<file path="config.mk">
export PLATFORM = sky130hd
export DESIGN_NAME = cbs_cpu_bus_cycle_sequencer
export DESIGN_NICKNAME = d
export VERILOG_FILES = /design/src/design/cbs_pkg.sv /design/src/design/cbs_cpu_bus_cycle_sequencer.sv
export SDC_FILE = /design/constraint.sdc
export NUM_CORES = 1
export LEC_CHECK = 0
export BUFFER_PORTS_ARGS = -buffer_cell sky130_fd_sc_hd__buf_2
export CAP_MARGIN = 20
export CELL_PAD_IN_SITES_DETAIL_PLACEMENT = 0
export CELL_PAD_IN_SITES_GLOBAL_PLACEMENT = 1
export CORE_ASPECT_RATIO = 0.5
export CORE_MARGIN = 2
export CORE_UTILIZATION = 38
export DETAILED_ROUTE_END_ITERATION = 6
export PLACE_DENSITY = 0.83
export SLEW_MARGIN = 30
export SYNTH_ARGS = -nofsm -noshare
export SYNTH_HDL_FRONTEND = slang
export SYNTH_SLANG_ARGS = --single-unit
</file>
<file path="constraint.sdc">
create_clock -name clk_sys -period 2.9 [get_ports clk_sys]
set_input_delay 0.29 -clock clk_sys [delete_from_list [all_inputs] [get_ports clk_sys]]
set_output_delay 0.29 -clock clk_sys [all_outputs]
set_load 0.01 [all_outputs]
</file>
<file path="src/design/cbs_pkg.sv">
// shared types and constants for the bus cycle sequencer
package cbs_pkg;

    // ***************************************************************
    // instruction classes seen by the sequencer
    // ***************************************************************
    typedef enum logic [1:0] {
        GRP_BRANCH_D8,   // conditional branch, 8-bit displacement
        GRP_BRANCH_D16,  // any branch, 16-bit displacement
        GRP_BIT_REG,     // bit operation on a register operand
        GRP_BIT_MEM      // bit operation on a memory operand
    } cbs_group_t;

    // memory operand addressing for bit operations
    typedef enum logic [1:0] {
        MODE_POINTER,    // via pointer_register
        MODE_ABS8,       // 8-bit absolute
        MODE_ABS16,      // 16-bit absolute, one extra word
        MODE_ABS32       // 32-bit absolute, two extra words
    } cbs_mode_t;

    // ***************************************************************
    // one step of an instruction's cycle sequence
    // ***************************************************************
    typedef enum logic [3:0] {
        STEP_RD_NEXT,       // word read, next instruction
        STEP_RD_NEXT_LOCK,  // word read, next instruction, locked
        STEP_RD_2ND,        // word read, 2nd instruction word
        STEP_RD_3RD,        // word read, 3rd instruction word
        STEP_RD_4TH,        // word read, 4th instruction word
        STEP_RD_EA_W,       // word read, branch target
        STEP_RD_EA_B,       // byte read, operand_address
        STEP_RD_EA_B_LOCK,  // byte read, operand_address, locked
        STEP_WR_EA_B,       // byte write, operand_address
        STEP_INTERNAL,      // one internal state, no bus access
        STEP_END            // sequence complete
    } cbs_step_t;

    // target address selector codes
    localparam logic [2:0] TGT_NEXT = 3'h0;
    localparam logic [2:0] TGT_EA = 3'h1;
    localparam logic [2:0] TGT_2ND = 3'h2;
    localparam logic [2:0] TGT_3RD = 3'h3;
    localparam logic [2:0] TGT_4TH = 3'h4;

    // step index width and reset values
    localparam int IDX_W = 3;
    localparam logic [IDX_W-1:0] IDX_RESET = 3'h0;
    localparam logic [IDX_W-1:0] IDX_ONE = 3'h1;
    localparam logic [2:0] TGT_RESET = TGT_NEXT;

    // extra address words per mode
    localparam logic [IDX_W-1:0] EXT_ABS16 = 3'h1;
    localparam logic [IDX_W-1:0] EXT_ABS32 = 3'h2;
    localparam logic [IDX_W-1:0] EXT_NONE = 3'h0;

endpackage

</file>
<file path="src/design/cbs_cpu_bus_cycle_sequencer.sv">
// bus cycle sequencer: issues the ordered bus cycles of each instruction
`timescale 1ns/1ps

// Operation
// - short conditional branch: prefetch next word, then word read at target.
// - always-taken long branch: 2nd word, one internal state, target read.
// - never-taken and conditional long branches use the identical three steps.
// - immediate bit number on register operand: only the next-word prefetch.
// - register bit number on register operand: only the next-word prefetch.
// - clear/set/invert/store via pointer: 2nd, locked byte, locked next, byte write.
// - test/load/logic via pointer: 2nd, byte read, locked next, no write.
// - 8-bit absolute forms follow their pointer counterparts exactly.
// - 16-bit absolute adds 3rd-word read before the operand access.
// - 32-bit absolute reads 2nd, 3rd, 4th words; modify forms total six cycles.
// - inverted store is read-modify-write; inverted logic forms are read-only.
// - bus stays held after a locked cycle until the next cycle begins, unless it was the instruction's last.
// - cycle type is byte/word read/write; target is next, operand or word number.
module cbs_cpu_bus_cycle_sequencer
    import cbs_pkg::*;
(
    input wire logic clk_sys,          // system clock, 125 MHz
    input wire logic nrst,             // synchronous reset, active low
    input wire logic instrValid,       // instruction ready for sequencing
    input wire cbs_group_t instrGroup, // instruction class
    input wire logic instrRmw,         // bit op writes memory back
    input wire cbs_mode_t instrMode,   // memory addressing mode
    input wire logic busDone,          // bus controller ends current cycle
    output logic instrAccept,          // pulse: instruction taken
    output logic busReq,               // bus cycle requested
    output logic busWrite,             // 1 write, 0 read
    output logic busWord,              // 1 word size, 0 byte size
    output logic [2:0] busTarget,      // target address selector
    output logic busLock,              // bus must not be released
    output logic internalOp,           // internal state, no bus access
    output logic seqBusy,              // sequence in progress
    output logic instrDone             // pulse: last cycle finished
);

    // ***************************************************************
    // helper functions
    // ***************************************************************

    // extension words between the 2nd word and the operand access
    function automatic logic [IDX_W-1:0] extWords(input cbs_mode_t mode);
        logic [IDX_W-1:0] n;
        n = EXT_NONE;
        // pointer and short absolute forms carry no extension word
        unique case (mode)
            MODE_ABS16: n = EXT_ABS16;
            MODE_ABS32: n = EXT_ABS32;
            MODE_POINTER, MODE_ABS8: n = EXT_NONE;
        endcase
        return n;
    endfunction

    // step at a given position of an instruction's sequence
    // the sequence is a pure function of the latched class and a step index,
    // so a long wait on one cycle never disturbs the order of the rest;
    // an index past the last step of a class reads as the end marker
    function automatic cbs_step_t stepAt(
        input cbs_group_t grp,
        input logic rmw,
        input cbs_mode_t mode,
        input logic [IDX_W-1:0] idx
    );
        cbs_step_t s;
        logic [IDX_W-1:0] ext;
        s = STEP_END;
        ext = extWords(mode);
        unique case (grp)
            GRP_BRANCH_D8: begin
                // taken or not, the target word is still fetched
                if (idx == IDX_RESET) begin
                    s = STEP_RD_NEXT;
                end else if (idx == IDX_ONE) begin
                    s = STEP_RD_EA_W;
                end
            end
            GRP_BRANCH_D16: begin
                // condition outcome is not an input: shape never varies
                if (idx == IDX_RESET) begin
                    s = STEP_RD_2ND;
                end else if (idx == IDX_ONE) begin
                    s = STEP_INTERNAL;
                end else if (idx == 3'h2) begin
                    s = STEP_RD_EA_W;
                end
            end
            GRP_BIT_REG: begin
                if (idx == IDX_RESET) begin
                    s = STEP_RD_NEXT;
                end
            end
            GRP_BIT_MEM: begin
                if (idx == IDX_RESET) begin
                    s = STEP_RD_2ND;
                end else if (idx <= ext) begin
                    // extension words come before any operand access
                    s = (idx == IDX_ONE) ? STEP_RD_3RD : STEP_RD_4TH;
                end else if (idx == ext + IDX_ONE) begin
                    s = rmw ? STEP_RD_EA_B_LOCK : STEP_RD_EA_B;
                end else if (idx == ext + 3'h2) begin
                    s = STEP_RD_NEXT_LOCK;
                end else if (idx == ext + 3'h3 && rmw) begin
                    s = STEP_WR_EA_B;
                end
            end
        endcase
        return s;
    endfunction

    // bus target of a step
    function automatic logic [2:0] stepTarget(input cbs_step_t s);
        logic [2:0] t;
        t = TGT_NEXT;
        unique case (s)
            STEP_RD_2ND: t = TGT_2ND;
            STEP_RD_3RD: t = TGT_3RD;
            STEP_RD_4TH: t = TGT_4TH;
            STEP_RD_EA_W, STEP_RD_EA_B, STEP_RD_EA_B_LOCK, STEP_WR_EA_B: t = TGT_EA;
            default: t = TGT_NEXT; // next-word reads, internal, end
        endcase
        return t;
    endfunction

    // ***************************************************************
    // state
    // ***************************************************************
    // the state code has a spare value; the default arm recovers from it
    typedef enum logic [1:0] {
        ST_IDLE,
        ST_BUS,
        ST_INTERNAL
    } cbs_state_t;

    // latched class of the running instruction and its step index
    cbs_state_t state_q, state_d;
    cbs_group_t group_q, group_d;
    cbs_mode_t mode_q, mode_d;
    logic rmw_q, rmw_d;
    logic [IDX_W-1:0] idx_q, idx_d;
    logic accept_q, accept_d;
    logic req_q, req_d;
    logic write_q, write_d;
    logic word_q, word_d;
    logic [2:0] target_q, target_d;
    logic lock_q, lock_d;
    logic intOp_q, intOp_d;
    logic done_q, done_d;
    logic busy_q, busy_d;
    cbs_step_t nextStep;

    // ***************************************************************
    // next-state logic
    // ***************************************************************

    // step that follows the current one, or the first of a new instruction
    always_comb begin
        if (state_q == ST_IDLE) begin
            nextStep = stepAt(instrGroup, instrRmw, instrMode, IDX_RESET);
        end else begin
            nextStep = stepAt(group_q, rmw_q, mode_q, idx_q + IDX_ONE);
        end
    end

    // sequencing; a new step is launched in the same edge the old one ends
    always_comb begin
        logic launch;
        launch = 1'b0;
        state_d = state_q;
        group_d = group_q;
        mode_d = mode_q;
        rmw_d = rmw_q;
        idx_d = idx_q;
        accept_d = 1'b0;
        req_d = req_q;
        write_d = write_q;
        word_d = word_q;
        target_d = target_q;
        lock_d = lock_q;
        intOp_d = 1'b0;
        done_d = 1'b0;
        unique case (state_q)
            ST_IDLE: begin
                // offers are only looked at while idle; offers while busy are ignored
                if (instrValid) begin
                    group_d = instrGroup;
                    mode_d = instrMode;
                    rmw_d = instrRmw;
                    idx_d = IDX_RESET;
                    accept_d = 1'b1;
                    launch = 1'b1;
                end
            end
            ST_BUS: begin
                // cycle length is owned by the bus controller
                if (busDone) begin
                    idx_d = idx_q + IDX_ONE;
                    launch = 1'b1;
                end
            end
            ST_INTERNAL: begin
                // exactly one state, then move on
                idx_d = idx_q + IDX_ONE;
                launch = 1'b1;
            end
            default: begin
                // unused state code: give up the bus and fall back to idle
                state_d = ST_IDLE;
                req_d = 1'b0;
                lock_d = 1'b0;
            end
        endcase
        if (launch) begin
            unique case (nextStep)
                STEP_END: begin
                    // last step ended: release the bus and flag completion
                    state_d = ST_IDLE;
                    req_d = 1'b0;
                    write_d = 1'b0;
                    word_d = 1'b0;
                    target_d = TGT_RESET;
                    lock_d = 1'b0;
                    done_d = (state_q != ST_IDLE);
                end
                STEP_INTERNAL: begin
                    // no strobe; an earlier lock would still hold here
                    state_d = ST_INTERNAL;
                    req_d = 1'b0;
                    intOp_d = 1'b1;
                    target_d = TGT_RESET;
                    write_d = 1'b0;
                    word_d = 1'b0;
                end
                default: begin
                    state_d = ST_BUS;
                    req_d = 1'b1;
                    write_d = (nextStep == STEP_WR_EA_B);
                    word_d = !(nextStep inside {STEP_RD_EA_B, STEP_RD_EA_B_LOCK,
                                                STEP_WR_EA_B});
                    target_d = stepTarget(nextStep);
                    // lock stays up from a locked cycle until the next starts
                    lock_d = (nextStep inside {STEP_RD_EA_B_LOCK,
                                               STEP_RD_NEXT_LOCK});
                end
            endcase
        end
        // busy has a flop of its own so that seqBusy is not a state decode
        busy_d = (state_d != ST_IDLE);
    end

    // ***************************************************************
    // registers
    // ***************************************************************
    // every register runs on every edge; reset is synchronous
    always_ff @(posedge clk_sys) begin
        if (!nrst) begin
            state_q <= ST_IDLE;
            group_q <= GRP_BIT_REG;
            mode_q <= MODE_POINTER;
            rmw_q <= 1'b0;
            idx_q <= IDX_RESET;
            accept_q <= 1'b0;
            req_q <= 1'b0;
            write_q <= 1'b0;
            word_q <= 1'b0;
            target_q <= TGT_RESET;
            lock_q <= 1'b0;
            intOp_q <= 1'b0;
            done_q <= 1'b0;
            busy_q <= 1'b0;
        end else begin
            state_q <= state_d;
            group_q <= group_d;
            mode_q <= mode_d;
            rmw_q <= rmw_d;
            idx_q <= idx_d;
            accept_q <= accept_d;
            req_q <= req_d;
            write_q <= write_d;
            word_q <= word_d;
            target_q <= target_d;
            lock_q <= lock_d;
            intOp_q <= intOp_d;
            done_q <= done_d;
            busy_q <= busy_d;
        end
    end

    // ***************************************************************
    // outputs, all straight from flip-flops
    // ***************************************************************
    // no input reaches an output without passing a register
    assign instrAccept = accept_q;
    assign busReq = req_q;
    assign busWrite = write_q;
    assign busWord = word_q;
    assign busTarget = target_q;
    assign busLock = lock_q;
    assign internalOp = intOp_q;
    assign seqBusy = busy_q;
    assign instrDone = done_q;

endmodule // cbs_cpu_bus_cycle_sequencer

</file>
==> reports/results.tsv, run 1 <==
metric	value	unit
status	finished clean	
asr flop ratio synth	0	%
Reg-to-Reg End	busLock	
FP Rows	15	
DRC	0	
Iter 0 DRT Violations	82	
Worst Setup Start Kind	flop	
CTS tree	built	
crit-path max FO	7	
Setup Skew	1.71	ps
max-cap violation count	0	
Die Width	90.3	um
Sw Ratio	33.6	%
Slew Limit Fails	0	
Seq/Total Area, Yosys	29.7	%
Worst Hold Path Cells	3	
Die Height	47.1	um
clock latency on the worst-skew pair	260	ps
H-tree Lvls	1	
hold slack	262	ps
R2R cell count	10	
number of port buffers	19	
WP data required	3090	ps
Critical-path top delay cell	a221o_1	
Hold Crit Class	in -> reg	
vias in the first global route	1198	
HPWL after DPL	2500	um
DRT antenna net count	0	
critical path startpoint	idx_q[0]	
PwrDens	470	mW/mm^2
fin crit share	97.4	%
Setup crit end kind	flop	
Syn Nets	195	
area added between synthesis and finish	20.2	%
vias per cell	5.30	
Flop pwr share	40.8	%
Ports	20	
overall power	0.799	mW
core area	0.00349	mm^2
reg2reg setup slack	80	ps
starting density of the core	40.5	%
hold endpoint	group_q[1]	
NetSw	0.269	mW
CTS Sinks	21	
r2r startpoint	idx_q[0]	
initial antenna violation count	0	
synth unique cells	50	
Primary FF master, synth	dfxtp_1	
first-pass GRT wire length	5510	um
clock-pin transition on the worst setup and hold timing paths	80	ps
hold wc startpoint	instrGroup[1]	
CTS buffer count	3	
gpl congestion	0.874	
crit path kind	reg -> reg	
routed wire length	3370	um
CP Cell Sequence	inv_2 > ha_4 > ha_4 > nor2b_1 > a311o_1 > or2_4 > mux2_4 > a221o_1 > or3_1 > o211ai_1	
Avg Cell Area, Syn	8.03	um^2
relative slew slack	52.3	%
Clock power frac	24.5	%
Inserted Diodes	0	
clk root buf	clkbuf_8	
RSZ-0062 raised after global routing	true	
Final Hold Vio Count	0	
internal power	0.530	mW
Post-Synthesis Cells	176	
total iterations of the first detailed-routing run	4	
fill cell instance count of the final layout	357	
gr ovfl total	0	
routed length per placed instance	13.4	um
nets	220	
leakage	0.712	nW
Combinational Power Share	34.7	%
via count	1331	
share of layout cells above drive strength 1	26.5	%
EDFF count, synth	0	
largest stage delay on the critical path	440	ps
final setup fails	0	
Seq cells post-synth	21	
die area	0.00425	mm^2
fmax	0.354	GHz
crit path DAT	3010	ps
Max clock buf depth	2	
synthesis warning total	0	
Max VDD drop	0.201	mV
pin count of the biggest net entering global routing	15	
worst slew pin tran	715	ps
gr usage total	16.6	%
most used cell, CP	ha_4	
Post-Syn Area	0.00141	mm^2
Period minus WS final	2820	ps
-- power by group through the flow --
stage | Clock, mW | Combinational, mW | Sequential [mW]
after floorplan | 0 | 0.191 | 0.334
after global placement | 0 | 0.262 | 0.332
final | 0.196 | 0.277 | 0.326
after global routing | 0.211 | 0.310 | 0.329
after detailed placement | 0 | 0.265 | 0.332
after CTS | 0.203 | 0.267 | 0.325
-- worst max-delay path, delay by kind of cell, from the launching register on --
family / cells / cell delay (ps)
AOI/OAI and AO/OA: 3 / 880
adders and majority gates: 2 / 520
buffers and inverters: 1 / 60
DFF: 1 / 350
muxes: 1 / 300
and+or+nand+nor: 3 / 640
-- layer usage --
layer  vias up  track usage, %  share of wire (%)
met4         0            4.92               0.89
met3         4            5.30                4.9
met2        24            27.2                 44
met1       617            21.9                 50
met5         -               0                  0
li1        686               -                  -
-- how the worst max path moves through the flow --
stage | end | slack, ps | depth (start not counted)
floorplan | busLock | 10 | 12
global placement | seqBusy | 50 | 10
finish | busLock | 80 | 10
global route | busLock | -40 | 10
detailed placement | seqBusy | -7 | 10
CTS | busLock | 30 | 10
-- registers in the layout, summed over array words and instances (netlist names) --
name and cells:
mode_q 2, idx_q 3, busLock 1, seqBusy 1
group_q 2, instrAccept 1, busWord 1, internalOp 1
rmw_q 1, busReq 1, state_q 2, busTarget 3
busWrite 1, instrDone 1
-- kinds of logic (layout without fill, tap and decap cells) --
group / Yosys count / in the layout / share of synthesized area [%]
and+or+nand+nor: 66 / 66 / 23.6
AOI/OAI and AO/OA: 51 / 51 / 25.8
DFF: 21 / 21 / 29.7
buffers and inverters: 21 / 45 / 6.28
adders and majority gates: 10 / 10 / 8.85
muxes: 4 / 4 / 3.36
xor gates and xnor gates: 3 / 3 / 2.39
-- what timing repair did --
item | 4_1_cts | 5_1_grt
gates resized for setup | 1 | 4
endpoints found under the hold margin | 0 | 0
hold buffers | 0 | 0
buffers inserted | 0 | 0
endpoints found under the setup margin | 2 | 7
pin swaps | 0 | 3
-- layout make-up --
type	count	area, um^2	share of cell area, %
clock buffer	4	45.0	2.65
inverter	11	41.3	2.43
multi-input combinational	134	950	55.9
sequential	21	422	24.8
tap	51	63.8	3.76
timing repair buffer	30	178	10.5
-- cells in the final DEF (no fill, tap or decap), types with 2 or more instances in the layout --
cell type | synthesis | routed
dfxtp_1 | 21 | 20
a211oi_1 | 2 | 2
a31oi_1 | 2 | 2
clkbuf_8 | 0 | 3
or2_2 | 2 | 2
buf_4 | 0 | 11
a221oi_1 | 3 | 3
ha_1 | 10 | 8
and3_1 | 3 | 3
nand2b_1 | 2 | 2
nand2_1 | 18 | 18
nand4b_1 | 2 | 2
ha_4 | 0 | 2
inv_1 | 11 | 10
a21oi_1 | 17 | 17
a221o_1 | 3 | 3
mux2_2 | 2 | 2
o21ai_0 | 7 | 7
or3_1 | 3 | 3
buf_2 | 2 | 19
nor2_1 | 14 | 13
o211ai_1 | 3 | 3
nor2b_1 | 2 | 2
nand3_1 | 12 | 12
-- Yosys cell counts (all sizes together), types with 2 or more instances --
cell type  instances  share of area, %
a21o               2               1.2
nand4b             2               1.2
dfxtp             21                30
and3               3               1.3
a211oi             2               1.1
a221oi             3               1.9
mux2               3               2.7
o211ai             3               1.6
a31oi              2              0.88
o21ai              7               2.5
clkbuf             7               1.9
nand2             18               4.8
a221o              3               2.1
xor2               2               1.8
nor2              14               3.7
inv               11               2.9
nand2b             3               1.5
a21oi             17               6.0
or3                3               1.3
buf                3               1.5
nor2b              2              0.88
ha                10               8.8
nand3             12               4.2
or2                3               1.3
-- per-stage QoR --
step	worst slack, ps	area, um^2	std cells	setup TNS, ps	util (%)
4_1_cts	25.3	1670	251	0	47.8
3_3_place_gp	47.0	1620	247	0	46.5
2_1_floorplan	14.8	1440	176	0	-
5_1_grt	-43.5	1700	251	-50.1	48.7
6_report	75.4	1700	251	0	48.7
3_5_place_dp	-7.13	1620	247	-7.13	46.5
Note: power is estimated with default switching activity, not from simulation.
==> run 2: changes to the inputs <==
--- a/config.mk
+++ b/config.mk
@@ -9,7 +9,6 @@
 export CAP_MARGIN = 20
 export CELL_PAD_IN_SITES_DETAIL_PLACEMENT = 0
 export CELL_PAD_IN_SITES_GLOBAL_PLACEMENT = 1
-export CORE_ASPECT_RATIO = 0.5
 export CORE_MARGIN = 2
 export CORE_UTILIZATION = 38
 export DETAILED_ROUTE_END_ITERATION = 6
==> run 2 against run 1 <==
- sequential share of layout area fell by 0.55 points
- maximum frequency fell by 0.24%
- via count rose by 2.2%
- combinational power rose by 4%
- global-route usage rose by 1.9 points
- worst hold slack improved by 14 ps
- critical path type unchanged
- clock power barely moved
- sequential cell count did not move
- utilization fell by 0.34 points
- die area fell by 0.70%
- largest power group unchanged
==> reports/results.tsv, run 2 (synthesis results as in run 1) <==
metric	value	unit
status	finished clean	
CTS Sinks	21	
crit path kind	reg -> reg	
final setup fails	0	
gr usage total	18.6	%
hold endpoint	mode_q[0]	
pin count of the biggest net entering global routing	15	
hold wc startpoint	instrMode[0]	
Period minus WS final	2830	ps
# Post-CTS Setup Buffers	0	
leakage	0.726	nW
Iter 0 DRT Violations	101	
# hold bufs at CTS	0	
Final WS setup	68.6	ps
DP Worst Slack	-19.0	ps
Die Height	65.0	um
gr ovfl total	0	
r2r startpoint	idx_q[0]	
crit path DAT	3020	ps
via count	1360	
DRC	0	
share of layout cells above drive strength 1	30.8	%
Finished Core Util	48.3	%
Slew Limit Fails	0	
Ports	20	
max-cap violation count	0	
post-route cell area	0.00174	mm^2
initial antenna violation count	0	
Hold Crit Class	in -> reg	
clk root buf	clkbuf_8	
gpl congestion	0.906	
H-tree Lvls	1	
nets	221	
Worst Hold Path Cells	3	
crit-path max FO	7	
Final Hold Vio Count	0	
HPWL after DPL	2730	um
total iterations of the first detailed-routing run	4	
Die Width	65.0	um
fin crit share	97.6	%
number of port buffers	19	
routed wire length	3690	um
Reg-to-Reg End	busLock	
CTS tree	built	
starting density of the core	39.2	%
fmax	0.353	GHz
vias per cell	5.46	
Max VDD drop	0.274	mV
routed length per placed instance	14.8	um
clock-pin transition on the worst setup and hold timing paths	80	ps
DRT antenna net count	0	
Worst Setup Start Kind	flop	
CTS buffer count	3	
PwrDens	463	mW/mm^2
Setup Skew	3.23	ps
R2R cell count	10	
reg2reg setup slack	70	ps
FP Rows	22	
most frequent cells in the layout	dfxtp_1, buf_2, nand2_1	
vias in the first global route	1295	
worst slew pin tran	605	ps
fill cell instance count of the final layout	356	
post-route insts no fill	249	
Max clock buf depth	2	
Setup crit end kind	flop	
hold slack	276	ps
Inserted Diodes	0	
clock latency on the worst-skew pair	260	ps
die area	0.00422	mm^2
area added between synthesis and finish	23.3	%
core area	0.00361	mm^2
# placed instances	245	
first-pass GRT wire length	6130	um
relative slew slack	59.6	%
WP data required	3090	ps
Cell Area, Placed	0.00163	mm^2
[run 2: changes by cell type in the layout (fill, tap and decap cells not counted), sizes merged]
cell | previous run | this run
buf | 30 | 31
clkbuf | 4 | 3
clkinv | 0 | 1
[run 2: what timing repair did]
item | in CTS | in global routing
pin swaps | 0 | 2
setup endpoints to repair | 2 | 8
gates resized for setup | 1 | 13
[run 2: through the flow]
stage | power [mW] | TNS [ps]
6_report | 0.807 | 0
3_3_place_gp | 0.590 | 0
4_1_cts | 0.792 | 0
3_5_place_dp | 0.598 | -19.0
2_1_floorplan | 0.525 | 0
5_1_grt | 0.860 | -14.5
[run 2: power breakdown]
group | internal, mW | switching (mW)
Sequential | 0.310 | 0.0172
Combinational | 0.125 | 0.162
Clock | 0.0958 | 0.0968
Total | 0.531 | 0.276
[run 2: critical path: stages (launching register included)]
cell	delay, ps
dfxtp_2	330
inv_2	60
ha_4	250
ha_4	270
nor2b_1	50
a311o_1	350
or2_4	270
mux2_4	300
a221o_1	450
or3_1	340
o211ai_1	100
[run 2: routing by layer]
metal  share of wire (%)  routed length (um)  GRT usage [%]
met5                   0                   0              0
met2                  47                1750           29.9
met4                 1.3                  49           6.91
met1                  49                1820           25.1
met3                 2.0                  75           2.78
[run 2: cell type report]
class | count | area [um^2] | area share, %
timing repair buffer | 31 | 185 | 10.6
multi-input combinational | 134 | 987 | 56.6
inverter | 11 | 41.3 | 2.37
clock inverter | 1 | 5.00 | 0.287
sequential | 21 | 423 | 24.3
clock buffer | 3 | 41.3 | 2.37
tap | 48 | 60.1 | 3.45
[run 2: how the worst max path moves through the flow]
stage | cells past startpoint | slack (ps) | to | from
6_report | 10 | 70 | busLock | idx_q[0]
5_1_grt | 10 | -10 | seqBusy | idx_q[0]
4_1_cts | 10 | 20 | busLock | idx_q[1]
3_5_place_dp | 10 | -20 | seqBusy | idx_q[1]
3_3_place_gp | 10 | 100 | seqBusy | idx_q[0]
2_1_floorplan | 12 | 10 | busLock | idx_q[0]
==> run 3: changes to the inputs <==
--- a/config.mk
+++ b/config.mk
@@ -5,12 +5,13 @@
 export SDC_FILE = /design/constraint.sdc
 export NUM_CORES = 1
 export LEC_CHECK = 0
+export ABC_AREA = 1
 export BUFFER_PORTS_ARGS = -buffer_cell sky130_fd_sc_hd__buf_2
 export CAP_MARGIN = 20
 export CELL_PAD_IN_SITES_DETAIL_PLACEMENT = 0
 export CELL_PAD_IN_SITES_GLOBAL_PLACEMENT = 1
 export CORE_MARGIN = 2
-export CORE_UTILIZATION = 38
+export CORE_UTILIZATION = 37
 export DETAILED_ROUTE_END_ITERATION = 6
 export PLACE_DENSITY = 0.83
 export SLEW_MARGIN = 30
==> run 3 against run 2 <==
- first-iteration DRC count shrank 56%
- sequential power grew 4%
- highest routed layer unchanged
- critical path type unchanged
- sequential share of layout area grew 0.26 points
- worst hold slack lost 27 ps
- clock skew grew 3.2 ps
- largest cell class unchanged
- cell area shrank 1.7%
==> reports/results.tsv, run 3 <==
metric	value	unit
sequential cell area	420	um^2
via count	1351	
routed wire length	3210	um
total iterations of the first detailed-routing run	4	
share of layout cells above drive strength 1	31.0	%
FP Rows	23	
leakage	0.886	nW
largest family of logic cells by synthesized area	simple AND/OR/NAND/NOR gates	
Primary FF master, synth	dfxtp_1	
clk root buf	clkbuf_8	
H-tree Lvls	1	
Synth Area in XOR/XNOR	0.576	%
Die Width	68.1	um
starting density of the core	38.3	%
Ports	20	
Inserted Diodes	0	
core area	0.00397	mm^2
Iter 0 DRT Violations	44	
initial antenna violation count	0	
# Post-CTS Setup Buffers	0	
clock-pin transition on the worst setup and hold timing paths	80	ps
pin count of the biggest net entering global routing	13	
synth unique cells	31	
Worst Setup Start Kind	flop	
DRC	0	
Die Height	68.1	um
max-cap violation count	0	
vias in the first global route	1288	
# placed instances	285	
post-synth top area share	27.6	%
Max clock buf depth	2	
routed length per placed instance	11.1	um
CTS buffer count	3	
status	finished clean	
Final Hold Vio Count	0	
first-pass GRT wire length	5470	um
DRT antenna net count	0	
setup tns final	0	ps
top post-synthesis cells by area	dfxtp_1, nand2_1, ha_1	
EDFF count, synth	0	
RSZ-0062 raised after global routing	false	
Synth area leader	dfxtp_1	
vias per cell	4.67	
compound-gate portion of the synthesized area	12.6	%
HPWL after DPL	2580	um
worst slew pin tran	496	ps
relative slew slack	66.9	%
post_cts resized	0	
most numerous cell in the Yosys netlist	nand2_1	
crit-path max FO	7	
CTS Sinks	21	
nets	259	
clock latency on the worst-skew pair	260	ps
most frequent cells in the layout	nand2_1, inv_1, dfxtp_1	
number of port buffers	19	
gr usage total	15.5	%
gpl congestion	0.803	
Max VDD drop	0.371	mV
fill cell instance count of the final layout	433	
commonest cells in the netlist	nand2_1, inv_1, dfxtp_1, nand2_2, nand3_1	
synthesis warning total	0	
Syn Nets	237	
# hold bufs at CTS	0	
overall power	0.921	mW
die area	0.00464	mm^2
Slew Limit Fails	0	
post-route insts no fill	289	
asr flop ratio synth	0	%
gr ovfl total	0	
Setup Skew	6.39	ps
Seq cells post-synth	21	
Avg Cell Area, Syn	6.98	um^2
Setup crit end kind	flop	
adder and majority gate portion of the synthesized area	8.22	%
fin crit share	87.1	%
Seq/Total Area, Yosys	27.6	%
area share of and/or/nand/nor cells after synthesis	41.2	%
final setup fails	0	
Hold Crit Class	in -> reg	
commonest non-fill, non-tap cell in the layout	nand2_1	
PwrDens	537	mW/mm^2
CTS tree	built	
Post-Synthesis Cells	218	
Post-Syn Area	0.00152	mm^2
crit path kind	reg -> reg	
fmax	0.396	GHz
area of the multi-input gates	952	um^2
crit path DAT	2690	ps
post-synthesis mux area share	0	%
Period minus WS final	2530	ps
area added between synthesis and finish	12.7	%
WP data required	3060	ps
-- run 3: per-layer routing --
metal | share of wire, % | GRT usage [%]
met5 | 0 | 0
met4 | 0.59 | 3.75
met3 | 2.3 | 1.81
met2 | 48 | 27.1
met1 | 50 | 20.1
-- run 3: cell type report --
type,instances,area share (%)
multi-input combinational,159,55.5
sequential,21,24.5
inverter,36,8.03
timing repair buffer,19,5.55
tap,50,3.65
clock buffer,3,2.41
clock inverter,1,0.292
-- run 3: critical path, stage by stage (launching register included) --
cell     delay, ps
dfxtp_1        450
inv_2          100
ha_1           370
ha_1           340
nand3_1        100
nand2_2         90
inv_4           40
nand2_4         70
nand4_1        100
nand2_1         80
nand2_1         40
nand2_1        100
nand2_2        130
nor2_4         150
nor2_2          50
nand2_2         70
nand2_2         50
nand2_2         50
nand2_1         40
-- run 3: through the flow --
stage / setup slack [ps] / util (%) / area (um^2) / hold slack [ps]
2_1_floorplan: 571 / - / 1520 / 389
3_3_place_gp: 413 / 42.0 / 1670 / 451
3_5_place_dp: 385 / 42.0 / 1670 / 461
4_1_cts: 361 / 43.2 / 1710 / 247
5_1_grt: 122 / 43.2 / 1710 / 274
6_report: 373 / 43.2 / 1710 / 249
-- run 3: path summary, 6_finish.rpt --
| path | slack, ps | depth (start not counted) | end | startpoint |
|---|---|---|---|---|
| max | 370 | 18 | seqBusy | idx_q[0] |
| max reg2reg | 370 | 18 | seqBusy | idx_q[0] |
| min | 250 | 3 | group_q[1] | instrGroup[1] |
| min reg2reg | 470 | 2 | busWord | busWord |
-- run 3: cell families after synthesis --
logic type	after synthesis
xor gates and xnor gates	1
DFF	21
adders and majority gates	10
AOI/OAI and AO/OA	30
and+or+nand+nor	118
buffers and inverters	38
-- run 3: where the power goes --
part	switching (mW)	internal, mW
sequential	0.0228	0.318
combinational	0.249	0.139
clock	0.0958	0.0955
